## config.mk

```make
export PLATFORM = sky130hd
export DESIGN_NAME = chgsc_top
export DESIGN_NICKNAME = d
export VERILOG_FILES = /design/src/logic/chgsc_pkg.sv /design/src/logic/chgsc_timebase.sv /design/src/logic/chgsc_top.sv
export VERILOG_INCLUDE_DIRS = /design/src /design/src/logic
export SDC_FILE = /design/constraint.sdc
export NUM_CORES = 1
export LEC_CHECK = 0
export BUFFER_PORTS_ARGS = -buffer_cell sky130_fd_sc_hd__clkbuf_2
export CAP_MARGIN = 40
export CORE_MARGIN = 2
export CORE_UTILIZATION = 40
export DETAILED_ROUTE_END_ITERATION = 16
export SKIP_CTS_REPAIR_TIMING = 1
export SLEW_MARGIN = 20
export SYNTH_ARGS = -nofsm -noshare
export SYNTH_HDL_FRONTEND = slang
export SYNTH_SLANG_ARGS = --single-unit
```

## constraint.sdc

```tcl
create_clock -name mclk_in -period 4.55 [get_ports mclk_in]
set_input_delay 0.455 -clock mclk_in [delete_from_list [all_inputs] [get_ports mclk_in]]
set_output_delay 0.455 -clock mclk_in [all_outputs]
set_load 0.02 [all_outputs]
```

## src/logic/chgsc_regs.svh

```systemverilog
`ifndef CHGSC_REGS_SVH
`define CHGSC_REGS_SVH
// register offsets, byte-wide data
`define CHGSC_ADDR_CTRL      8'h00
`define CHGSC_ADDR_CURRENT   8'h01
`define CHGSC_ADDR_STATUS    8'h02
`define CHGSC_ADDR_EVENT     8'h03
// control register fields
`define CHGSC_CTRL_SUSPEND   0
`define CHGSC_CTRL_DROOP_EN  1
`define CHGSC_CTRL_TH_TYPE   2
`define CHGSC_CTRL_HOT_V_DIS 3
`define CHGSC_CTRL_COLD_V_DIS 4
`define CHGSC_CTRL_HOT_I_DIS 5
`define CHGSC_CTRL_COLD_I_DIS 6
`define CHGSC_CTRL_RESET     7'h04
`define CHGSC_CURRENT_RESET  4'h0
// current code decode
`define CHGSC_CODE_LAST_STEP 4'hA
`define CHGSC_STEPS_MAX      4'hC
`define CHGSC_SDP_TYPE       3'h0
// thermistor ratio thresholds in percent (full current, 4.2 v)
`define CHGSC_RATIO_FULL_10K 7'h20
`define CHGSC_RATIO_CV_10K   7'h34
`define CHGSC_RATIO_FULL_100K 7'h23
`define CHGSC_RATIO_CV_100K  7'h40
// times in ms and flash rates in hz
`define CHGSC_QUAL_MS        19
`define CHGSC_WAKE_MS        90
`define CHGSC_FAULT_FLASH_HZ 4
`define CHGSC_TEMP_FLASH_MS  1000
`define CHGSC_CLK_HZ         25000000
`define CHGSC_MS_CYCLES      (`CHGSC_CLK_HZ / 1000)
`endif

```

## src/logic/chgsc_pkg.sv

```systemverilog
package chgsc_pkg;
	// charge sequencer states, one-hot
	typedef enum logic [5:0] {
		st_off   = 6'h01,
		st_pre   = 6'h02,
		st_fast  = 6'h04,
		st_done  = 6'h08,
		st_rechg = 6'h10,
		st_fault = 6'h20
	} chgsc_state_t;
	// analog comparator results, already synchronous
	typedef struct packed {
		logic vin_above_cell_os;  // adapter above cell plus upper offset
		logic vin_above_ovp;      // adapter above overvoltage trip
		logic adapter_present;    // adapter above under-voltage lockout
		logic cell_present;
		logic cell_above_pre;     // cell out of pre-charge range
		logic term_current;       // deglitched termination condition
		logic cell_below_rechg;   // deglitched recharge condition
		logic ts_fault;           // thermistor_sense out of range
		logic cold_band;          // 0 to 10 c
		logic hot_band;           // 45 to 60 c
		logic power_path_sharing;
		logic supplementing;
		logic supp_short;
		logic die_above_tsd;
		logic die_below_hyst;
	} chgsc_sense_t;
	// temperature adjustments toward the regulators
	typedef struct packed {
		logic       cv_adjust;
		logic       cc_halve;
		logic [6:0] ratio_full;
		logic [6:0] ratio_cv;
	} chgsc_temp_t;
endpackage

```

## src/logic/chgsc_timebase.sv

```systemverilog
`timescale 1ns/10ps
`include "chgsc_regs.svh"
// free-running millisecond enable, one pulse per period
module chgsc_timebase #(
	parameter int unsigned MS_CYCLES = `CHGSC_MS_CYCLES
) (
	input  wire logic mclk_in,
	input  wire logic rst_in,
	output logic      ms_tick_out
);
	typedef struct packed {
		logic [15:0] cnt;  // cycles within the millisecond
		logic        tick;
	} chgsc_tb_t;
	chgsc_tb_t tb_r;
	chgsc_tb_t tb_nxt;

	// count down, reload and pulse at zero
	always_comb begin
		tb_nxt = tb_r;
		tb_nxt.tick = 1'b0;
		if (tb_r.cnt == 16'h0000) begin
			tb_nxt.cnt = 16'(MS_CYCLES - 1);
			tb_nxt.tick = 1'b1;
		end else begin
			tb_nxt.cnt = tb_r.cnt - 16'h0001;
		end
	end

	// registered copy of the state
	always_ff @(posedge mclk_in or posedge rst_in) begin
		if (rst_in) begin
			tb_r <= '0;
		end else begin
			tb_r <= tb_nxt;
		end
	end

	assign ms_tick_out = tb_r.tick;
endmodule

```

## src/logic/chgsc_top.sv

```systemverilog
// Local design decisions: the register offsets and the address-and-strobe port.
`timescale 1ns/10ps
`include "chgsc_regs.svh"
// What this block does
// - power good only between cell offset and overvoltage
// - end of charge sets done and event
// - done held through recharge, cleared charging
// - 19 ms qualified plug-in gives 90 ms pulse
// - no wake pulse while power section on
// - started wake pulse always runs full width
// - suspend bit stops charging
// - suspend releases charge state pin
// - current code decodes 0.1 a steps, cap 1.2
// - fast too long: flash 4 hz, trickle
// - fault cleared by replug, toggles, removal, overvoltage
// - fault limit inversely scales with current
// - hot or cold halves current, doubles limit
// - voltage target adjusted in bands, disable bits
// - current target adjusted in bands, disable bits
// - thermistor fault pauses charging, freezes timer
// - thermistor back in range resumes count
// - thermistor pause flashes pin at 0.5 hz
// - ratio thresholds chosen by thermistor type
// - droop guard forced on for sdp port
// - power path sharing inhibits termination
// - supplementing inhibits termination
// - short recovery wait then counter restart
// - die overheat opens input switch, hysteresis
// - status toggles, except the input switch bit, set sticky event, write zero clears
module chgsc_top #(
	parameter int unsigned MS_CYCLES   = `CHGSC_MS_CYCLES,
	parameter int unsigned FAULT_MS    = 18000, // fault time at full 1.2 a
	parameter int unsigned SHORT_REC_MS = 64     // supplement short recovery time
) (
	input  wire logic                  mclk_in,
	input  wire logic                  rst_in,
	input  wire logic [7:0]            reg_addr_in,
	input  wire logic [7:0]            reg_wdata_in,
	input  wire logic                  reg_wr_in,
	input  wire logic                  reg_rd_in,
	output logic      [7:0]            reg_rdata_out,
	input  wire chgsc_pkg::chgsc_sense_t sense_in,
	input  wire logic                  pmu_on_in,
	input  wire logic [2:0]            charger_port_type_in,
	output logic                       charge_enable_out,
	output logic                       trickle_out,
	output logic      [4:0]            current_target_out,
	output chgsc_pkg::chgsc_temp_t     temp_adjust_out,
	output logic                       input_droop_guard_out,
	output logic                       plug_in_pulse_out,
	output logic                       charge_state_pin_out,
	output logic                       charge_state_pin_oe_n_out,
	output logic                       load_rail_enable_out,
	output logic                       short_count_restart_out,
	output logic                       input_switch_on_out,
	output logic                       cell_switch_on_out
);
	localparam int unsigned FAST_HALF_MS = 1000 / (2 * `CHGSC_FAULT_FLASH_HZ);
	localparam int unsigned SLOW_HALF_MS = `CHGSC_TEMP_FLASH_MS;
	localparam int unsigned FAULT_UNITS  = FAULT_MS * 12; // limit in step-ms

	typedef struct packed {
		chgsc_pkg::chgsc_state_t st;
		logic [31:0] tmr;        // accumulated current steps times ms
		logic [7:0]  qual_cnt;   // plug-in stability count
		logic        qual_act;
		logic [7:0]  wake_cnt;   // remaining pulse ms
		logic        wake;
		logic [9:0]  flash_cnt;  // half-period count of indicator
		logic        flash_lvl;
		logic [15:0] short_cnt;  // recovery countdown
		logic        short_act;
		logic        restart;
		logic        sw_open;    // input switch open after overheat
		logic [6:0]  ctrl;
		logic [3:0]  code;
		logic        event_flag;
		logic        pg;
		logic        done_q;
		logic        tsf_q;
		logic        fault_q;
		logic        droop_q;
		logic        cell_q;
		logic        adp_q;
		logic        pmu_q;
		logic        ovp_q;
		logic [7:0]  rdata;
	} chgsc_core_t;

	chgsc_core_t s_r;
	chgsc_core_t s_nxt;
	logic        ms_tick;    // one-cycle millisecond enable
	logic        pg_now;     // present power-good encoding
	logic        done_now;   // charge complete indication
	logic        fault_now;
	logic        droop_now;
	logic        enable_now; // charging allowed by supply and software
	logic        susp_chg;   // suspend bit changing this cycle
	logic        clr_fault;
	logic        wr_ctrl;
	logic        wr_evt;
	logic [3:0]  steps;      // decoded current in 0.1 a steps
	logic        halve;

	chgsc_timebase #(
		.MS_CYCLES(MS_CYCLES)
	) u_tb (
		.mclk_in    (mclk_in),
		.rst_in     (rst_in),
		.ms_tick_out(ms_tick)
	);

	// current code to 0.1 a steps
	function automatic logic [3:0] chgsc_steps(input logic [3:0] code);
		if (code <= `CHGSC_CODE_LAST_STEP) begin
			chgsc_steps = code + 4'h1;
		end else begin
			chgsc_steps = `CHGSC_STEPS_MAX;
		end
	endfunction

	// band adjustment gated by its own disable bits
	function automatic logic chgsc_band(input logic hot, input logic cold,
			input logic hot_dis, input logic cold_dis);
		chgsc_band = (hot & ~hot_dis) | (cold & ~cold_dis);
	endfunction

	// combinational decode shared by state update and outputs
	always_comb begin
		pg_now = sense_in.vin_above_cell_os & ~sense_in.vin_above_ovp;
		done_now = (s_r.st == chgsc_pkg::st_done) | (s_r.st == chgsc_pkg::st_rechg);
		fault_now = (s_r.st == chgsc_pkg::st_fault);
		droop_now = (charger_port_type_in == `CHGSC_SDP_TYPE) |
			s_r.ctrl[`CHGSC_CTRL_DROOP_EN];
		wr_ctrl = reg_wr_in & (reg_addr_in == `CHGSC_ADDR_CTRL);
		wr_evt = reg_wr_in & (reg_addr_in == `CHGSC_ADDR_EVENT);
		susp_chg = wr_ctrl &
			(reg_wdata_in[`CHGSC_CTRL_SUSPEND] != s_r.ctrl[`CHGSC_CTRL_SUSPEND]);
		// replug, enable toggle, suspend change, removal, overvoltage
		clr_fault = (pg_now & ~s_r.pg) | (pmu_on_in != s_r.pmu_q) | susp_chg |
			(~sense_in.cell_present & s_r.cell_q) |
			(sense_in.vin_above_ovp & ~s_r.ovp_q);
		enable_now = pg_now & sense_in.cell_present &
			~s_r.ctrl[`CHGSC_CTRL_SUSPEND];
		steps = chgsc_steps(s_r.code);
		halve = chgsc_band(sense_in.hot_band, sense_in.cold_band,
			s_r.ctrl[`CHGSC_CTRL_HOT_I_DIS], s_r.ctrl[`CHGSC_CTRL_COLD_I_DIS]);
	end

	// next state of the whole block
	always_comb begin
		s_nxt = s_r;
		s_nxt.restart = 1'b0;
		// history for edge detection
		s_nxt.pg = pg_now;
		s_nxt.done_q = done_now;
		s_nxt.tsf_q = sense_in.ts_fault;
		s_nxt.fault_q = fault_now;
		s_nxt.droop_q = droop_now;
		s_nxt.cell_q = sense_in.cell_present;
		s_nxt.adp_q = sense_in.adapter_present;
		s_nxt.pmu_q = pmu_on_in;
		s_nxt.ovp_q = sense_in.vin_above_ovp;
		// register writes
		if (wr_ctrl) begin
			s_nxt.ctrl = reg_wdata_in[6:0];
		end
		if (reg_wr_in & (reg_addr_in == `CHGSC_ADDR_CURRENT)) begin
			s_nxt.code = reg_wdata_in[3:0];
		end
		// write zero clears, a new event in the same cycle wins
		if (wr_evt & ~reg_wdata_in[0]) begin
			s_nxt.event_flag = 1'b0;
		end
		if ((pg_now != s_r.pg) | (done_now != s_r.done_q) |
				(sense_in.ts_fault != s_r.tsf_q) | (fault_now != s_r.fault_q) |
				(droop_now != s_r.droop_q) | (sense_in.cell_present != s_r.cell_q)) begin
			s_nxt.event_flag = 1'b1;
		end
		// read data stand in the cycle after the strobe only
		s_nxt.rdata = 8'h00;
		if (reg_rd_in) begin
			case (reg_addr_in)
				`CHGSC_ADDR_CTRL: s_nxt.rdata = {1'b0, s_r.ctrl};
				`CHGSC_ADDR_CURRENT: s_nxt.rdata = {4'h0, s_r.code};
				`CHGSC_ADDR_STATUS: s_nxt.rdata = {~s_r.sw_open, s_r.cell_q,
					s_r.droop_q, s_r.tsf_q, s_r.fault_q, s_r.event_flag,
					s_r.done_q, s_r.pg};
				`CHGSC_ADDR_EVENT: s_nxt.rdata = {7'h00, s_r.event_flag};
				default: s_nxt.rdata = 8'h00; // unmapped reads zero
			endcase
		end
		// charge sequencer
		case (s_r.st)
			chgsc_pkg::st_off: begin
				if (enable_now & ~sense_in.ts_fault) begin
					s_nxt.st = chgsc_pkg::st_pre;
				end
			end
			chgsc_pkg::st_pre: begin
				if (sense_in.cell_above_pre & ~sense_in.ts_fault) begin
					s_nxt.st = chgsc_pkg::st_fast;
					s_nxt.tmr = 32'h0000_0000;
				end
			end
			chgsc_pkg::st_fast: begin
				// thermistor fault holds the count unchanged
				if (ms_tick & ~sense_in.ts_fault) begin
					s_nxt.tmr = s_r.tmr + {28'h0, steps};
				end
				if (s_r.tmr >= (halve ? 32'(FAULT_UNITS * 2) : 32'(FAULT_UNITS))) begin
					s_nxt.st = chgsc_pkg::st_fault;
				end else if (sense_in.term_current & ~sense_in.power_path_sharing &
						~sense_in.supplementing & ~sense_in.ts_fault) begin
					s_nxt.st = chgsc_pkg::st_done;
				end
			end
			chgsc_pkg::st_done: begin
				if (sense_in.cell_below_rechg) begin
					s_nxt.st = chgsc_pkg::st_rechg;
				end
			end
			chgsc_pkg::st_rechg: begin
				if (sense_in.term_current & ~sense_in.power_path_sharing &
						~sense_in.supplementing) begin
					s_nxt.st = chgsc_pkg::st_done;
				end
			end
			chgsc_pkg::st_fault: begin
				if (clr_fault) begin
					s_nxt.st = chgsc_pkg::st_off;
				end
			end
			default: s_nxt.st = chgsc_pkg::st_off;
		endcase
		// losing supply or suspending ends any cycle but a latched fault
		if (~enable_now & ~fault_now) begin
			s_nxt.st = chgsc_pkg::st_off;
		end else if (fault_now & clr_fault) begin
			s_nxt.st = chgsc_pkg::st_off;
		end
		// plug-in qualification, restarted on every fresh insertion
		if ((sense_in.cell_present & ~s_r.cell_q) |
				(sense_in.adapter_present & ~s_r.adp_q)) begin
			s_nxt.qual_act = 1'b1;
			s_nxt.qual_cnt = 8'(`CHGSC_QUAL_MS);
		end else if (s_r.qual_act) begin
			if (~sense_in.cell_present & ~sense_in.adapter_present) begin
				s_nxt.qual_act = 1'b0; // glitch, drop it
			end else if (ms_tick) begin
				if (s_r.qual_cnt == 8'h01) begin
					s_nxt.qual_act = 1'b0;
					// masked while power section on; pulse is never cut
					if (~pmu_on_in & ~s_r.wake) begin
						s_nxt.wake = 1'b1;
						s_nxt.wake_cnt = 8'(`CHGSC_WAKE_MS);
					end
				end else begin
					s_nxt.qual_cnt = s_r.qual_cnt - 8'h01;
				end
			end
		end
		if (s_r.wake & ms_tick) begin
			if (s_r.wake_cnt == 8'h01) begin
				s_nxt.wake = 1'b0;
			end
			s_nxt.wake_cnt = s_r.wake_cnt - 8'h01;
		end
		// indicator flash divider, restarted on leaving flash states
		if (~fault_now & ~sense_in.ts_fault) begin
			s_nxt.flash_cnt = 10'h000;
			s_nxt.flash_lvl = 1'b0;
		end else if (ms_tick) begin
			if (s_r.flash_cnt >= 10'((fault_now ? FAST_HALF_MS : SLOW_HALF_MS) - 1)) begin
				s_nxt.flash_cnt = 10'h000;
				s_nxt.flash_lvl = ~s_r.flash_lvl;
			end else begin
				s_nxt.flash_cnt = s_r.flash_cnt + 10'h001;
			end
		end
		// supplement short: disable load rail, wait, then restart counter
		if (s_r.short_act) begin
			if (ms_tick) begin
				if (s_r.short_cnt == 16'h0001) begin
					s_nxt.short_act = 1'b0;
					s_nxt.restart = 1'b1;
				end
				s_nxt.short_cnt = s_r.short_cnt - 16'h0001;
			end
		end else if (sense_in.supplementing & sense_in.supp_short) begin
			s_nxt.short_act = 1'b1;
			s_nxt.short_cnt = 16'(SHORT_REC_MS);
		end
		// die overheat with hysteresis
		if (sense_in.die_above_tsd) begin
			s_nxt.sw_open = 1'b1;
		end else if (s_r.sw_open & sense_in.die_below_hyst) begin
			s_nxt.sw_open = 1'b0;
		end
	end

	// single state register
	always_ff @(posedge mclk_in or posedge rst_in) begin
		if (rst_in) begin
			s_r <= '0;
			s_r.st <= chgsc_pkg::st_off;
			s_r.ctrl <= `CHGSC_CTRL_RESET;
			s_r.code <= `CHGSC_CURRENT_RESET;
		end else begin
			s_r <= s_nxt;
		end
	end

	// outputs toward the analog section and pins
	always_comb begin
		reg_rdata_out = s_r.rdata;
		charge_enable_out = (s_r.st == chgsc_pkg::st_pre) | (s_r.st == chgsc_pkg::st_fast) |
			(s_r.st == chgsc_pkg::st_rechg);
		// suspend cuts charging at once, not one sequencer step later
		charge_enable_out = charge_enable_out & ~sense_in.ts_fault &
			~s_r.ctrl[`CHGSC_CTRL_SUSPEND];
		trickle_out = fault_now;
		current_target_out = halve ? {1'b0, steps} : {steps, 1'b0};
		temp_adjust_out.cv_adjust = chgsc_band(sense_in.hot_band, sense_in.cold_band,
			s_r.ctrl[`CHGSC_CTRL_HOT_V_DIS], s_r.ctrl[`CHGSC_CTRL_COLD_V_DIS]);
		temp_adjust_out.cc_halve = halve;
		temp_adjust_out.ratio_full = s_r.ctrl[`CHGSC_CTRL_TH_TYPE] ?
			`CHGSC_RATIO_FULL_100K : `CHGSC_RATIO_FULL_10K;
		temp_adjust_out.ratio_cv = s_r.ctrl[`CHGSC_CTRL_TH_TYPE] ?
			`CHGSC_RATIO_CV_100K : `CHGSC_RATIO_CV_10K;
		input_droop_guard_out = s_r.droop_q;
		plug_in_pulse_out = s_r.wake;
		charge_state_pin_out = 1'b0; // open drain, only ever pulls low
		// low means charging; flash in fault or thermistor pause
		if (s_r.ctrl[`CHGSC_CTRL_SUSPEND]) begin
			charge_state_pin_oe_n_out = 1'b1;
		end else if (fault_now | (sense_in.ts_fault & (s_r.st != chgsc_pkg::st_off))) begin
			charge_state_pin_oe_n_out = s_r.flash_lvl;
		end else begin
			charge_state_pin_oe_n_out = ~charge_enable_out;
		end
		load_rail_enable_out = ~s_r.short_act;
		short_count_restart_out = s_r.restart;
		input_switch_on_out = ~s_r.sw_open;
		cell_switch_on_out = 1'b1; // cell keeps feeding the load
	end

	// helper: ms ticks seen while the wake pulse is high
	logic [7:0] wake_w;
	always_ff @(posedge mclk_in or posedge rst_in) begin
		if (rst_in) begin
			wake_w <= 8'h00;
		end else if (!s_r.wake) begin
			wake_w <= 8'h00;
		end else if (ms_tick) begin
			wake_w <= wake_w + 8'h01;
		end
	end
endmodule

```

==> run summary <==
Dividing total power by cell area gives a power density of 342 nW/um^2. For this run, the leading register cell type out of synthesis is dfrtp_1. The run gives 0.00294 W as the overall power consumption.

The combinational fraction of design power came out at 8.3%. The analysis attributes to net switching a power of 0.000723 W. From synthesis to final layout, the design area changed by 14.3%. The tools report the worst-case register-to-register setup slack as 1170 ps. The final clock period utilization by the worst path came out at 74.3%. Endpoint of the worst-slack reg-to-reg timing path: s_r[101]. For the clock insertion delay at the later pin of the skew report, the log shows 420 ps.

Standard cell with the maximum stage delay on the critical path: or4_1. For the sum of negative setup slack, the log shows 0 ps. Sum of overflow across all layers after global routing: 0. The clock network burns 48.0% of the power. In the final routed layout, each cell accounts on average for 14.6 um. For the data arrival time of the critical path, the log shows 3720 ps.

The cell count after placement is 1,060, and the cell count of the worst reg-to-reg path is 14. Across all layers, the routed design uses 5,804 vias. TritonCTS built the clock tree. In the routed design, unresolved DRC markers number 0. Input and output buffers added on the ports amount to 66. The part of the Yosys area used for sequential elements came out at 43.9%. On the final layout, the worst clock skew is 7.58 ps.

The ratio of routed vias to standard cells was 5.31. The sequential cells in the finished layout cover a total of 3310 sq um. 78 I/O pins were placed. The average instance in the mapped netlist occupies 9.54 sq um.

The clock passes through at most 2 buffers. The first global-routing pass estimated 27,400 um of wire. Of all flip-flops after synthesis, the portion carrying an async set or reset was 100%. Synthesis inferred 132 register bits. The floorplan die height was 141 um; the post-synthesis cell type count was 70. The highest cell delay on the worst timing path is 560 ps, and the worst-case vdd ir drop is 0.000260 V. After clock tree synthesis, the clock-pin slew on the worst setup and hold paths is 60 ps.

The most critical setup path has its startpoint at s_r[18]. The pre-antenna-repair detailed-routing pass consisted of 5 iterations. Yosys printed 0 warnings. In the final layout, the multi-input gates occupy 3820 sq um.

The analysis attributes to cell leakage a power of 3.87 nW. The congestion estimate from routability-driven global placement came to 0.811. Cells with a size suffix above 1 make up 17.0% of the layout. The logs give 917 for the number of nets in the layout and 0.296 GHz for the maximum operating frequency. Setup violations remaining at the end of the flow were counted as 0. The number of buffers created by CTS is 17.

The critical path goes through inv_1 > ha_1 > nor2b_1 > o21a_1 > or2_2 > inv_1 > ha_1 > fa_1 > a21o_1 > a21oi_1 > nor2_1 > nand4_1 > or4_1 > a21oi_1. The run gives 0 as the max-slew violation count. For this configuration, the core starts out at a cell density of 40.5%.

For the total number of clock tree sinks, the log shows 132. Of the total power, the share spent switching nets is 24.6%. The final hold violation count is 0. Across the run, the number of max-cap violations was 0.

The clock period minus final worst setup slack was 3380 ps; the proportion of power drawn by flip-flops and latches was 43.7%. The die is 141 um wide. The logs give 7530 sq um for the post-synthesis cell area and 1,093 for the number of non-filler instances in the completed layout. The row count came out at 50. At the worst endpoint, the required time is 4890 ps. After legalization and detailed placement, the total HPWL measured 11,400 um. The number of antenna violations at the first check in global routing came out at 0.

On the critical path the largest part of the delay comes from simple AND/OR/NAND/NOR gates. The floorplan step defined a die boundary enclosing 19,900 sq um. For the pin with the worst max-slew slack, the measured transition is 824 ps.

Kind of start point of the critical path: a flip-flop. The number of synthesized flops with an enable pin was 0. The worst setup path is captured at a flip-flop.

Number of H-tree branching levels: 4. Along the worst path, the maximum fanout reaches 8. The final layout contains routed wiring with a total length of 16,000 um. The maximum number of pins on one net before global-route repair was 74; the critical path buffer and inverter count was 2. The via count of the first global-routing pass came out at 5,558. Global routing consumed, over all layers together, 16.8% of the routing resources. The run gives 0.00222 W as the design internal power. The post-detailed-route count of antenna-violating nets came out at 0.

The number of antenna diodes in the final layout is 0. The type of the tightest min-delay check is in -> async. The tools report the cell chosen for the clock root as clkbuf_16.

The gate count after technology mapping came out at 789. In this run the critical register-to-register path is launched from s_r[18]. The worst pin sits at a relative slew slack of 45.1%. In this run, the number of DRC markers left after iteration 0 of detailed routing was 363. The layout has 1,752 filler cells. The total area inside the core boundary comes to 18,600 sq um. The run finished with clean final reports. Setup repair after global routing left no endpoint under its margin. The setup path with the least slack is of type reg -> reg.
kinds of logic (layout without fill, tap and decap cells):
group,after synthesis,in the layout,synth area share (%)
buffers and inverters,87,149,5.70
DFF,132,132,43.9
and+or+nand+nor,318,318,22.7
adders and majority gates,32,32,5.42
AOI/OAI and AO/OA,149,149,13.3
other,2,10,0.0997
xor gates and xnor gates,44,44,5.12
muxes,25,25,3.71
worst reg2reg max path, cell delays in order (launching register included):
cell     delay (ps)
dfrtp_1         450
inv_1            90
ha_1            150
nor2b_1          40
o21a_1          180
or2_2           310
inv_1            70
ha_1            180
fa_1            220
a21o_1          120
a21oi_1         110
nor2_1          340
nand4_1         360
or4_1           560
a21oi_1         150
power by group through the flow:
stage	clock, W	sequential (W)	combinational (W)
after floorplan	0	0.00129	0.000191
after global placement	0	0.00130	0.000240
after detailed placement	0	0.00131	0.000246
after CTS	0.00144	0.00129	0.000248
after global routing	0.00150	0.00130	0.000280
final	0.00141	0.00129	0.000244
worst max path at each step:
| stage | depth (start not counted) | end | slack, ps |
|---|---|---|---|
| 6_report | 14 | s_r[101] | 1170 |
| 5_1_grt | 14 | s_r[101] | 880 |
| 4_1_cts | 14 | s_r[101] | 1160 |
| 3_5_place_dp | 14 | s_r[101] | 1170 |
| 3_3_place_gp | 14 | s_r[101] | 1250 |
| 2_1_floorplan | 1 | input_droop_guard_out | 570 |
layer usage:
metal  track usage [%]  wire, um  share of wire, %
met5                 0         0                 0
met4              4.32       132              0.83
met3              3.87       560               3.5
met2              25.7      7150                45
met1              24.2      8130                51
layout make-up:
type                    instances  area share [%]
well taps                     234            3.40
multi-input cells             578            44.5
inverters                      44            1.98
clock buffers                  20            5.31
repair buffers                 73            4.65
clock inverters                12            1.79
flip-flops and latches        132            38.4
synthesized netlist by cell type (3+ instances only):
library cell  number  area share [%]
dfrtp_1          130              43
nand2_1           69             3.4
nor2_1            68             3.4
inv_1             44             2.2
nand3_1           37             2.5
a21oi_1           33             2.2
ha_1              31             5.2
o21ai_0           31             2.1
nor3_1            29             1.9
xnor2_1           29             3.4
buf_4             24             2.4
nand4_1           16             1.3
or4_1             16             1.6
xor2_1            15             1.7
clkbuf_1          14            0.70
o31ai_1           14             1.4
mux2_2            13             1.9
nand2b_1          12             1.0
mux2i_1           11             1.5
nor4_1            11            0.91
o211ai_1          11             1.1
nor2b_1           10            0.83
a31oi_1            9            0.75
or3_1              8            0.66
nor4_2             7             1.2
and3_1             6            0.50
nand3b_1           6            0.60
a21o_1             5            0.50
o311ai_0           5            0.58
a22o_1             4            0.47
a32o_1             4            0.53
buf_2              4            0.27
o21a_1             4            0.40
o41ai_1            4            0.47
or2_2              4            0.33
nand4b_1           3            0.35
o211a_1            3            0.40
o21bai_1           3            0.30
o22ai_1            3            0.25
registers in the layout, summed over array words and instances (netlist names):
| name | cells |
|---|---|
| input_droop_guard_out | 1 |
| plug_in_pulse_out | 1 |
| reg_rdata_out | 8 |
| s_r | 104 |
| short_count_restart_out | 1 |
| u_tb.ms_tick_out | 1 |
| u_tb.tb_r | 16 |
stage by stage:
stage	setup WS, ps	hold WS, ps	area (sq um)	util [%]
after floorplan	572	411	7560	-
after global placement	1250	434	7960	42.8
after detailed placement	1170	433	7990	43.0
after CTS	1160	6.83	8600	46.3
after global routing	881	13.8	8600	46.3
final	1170	4.86	8600	46.3
layout by cell type (no fill, tap or decap), drive strengths merged, types with 19 or more instances in the layout:
| master | n |
|---|---|
| a21oi | 33 |
| xnor2 | 29 |
| nor2 | 68 |
| dfrtp | 130 |
| inv | 45 |
| clkbuf | 87 |
| nor3 | 31 |
| nand3 | 37 |
| ha | 31 |
| nor4 | 19 |
| o21ai | 32 |
| nand2 | 70 |
(Power assumes the default switching activity.)
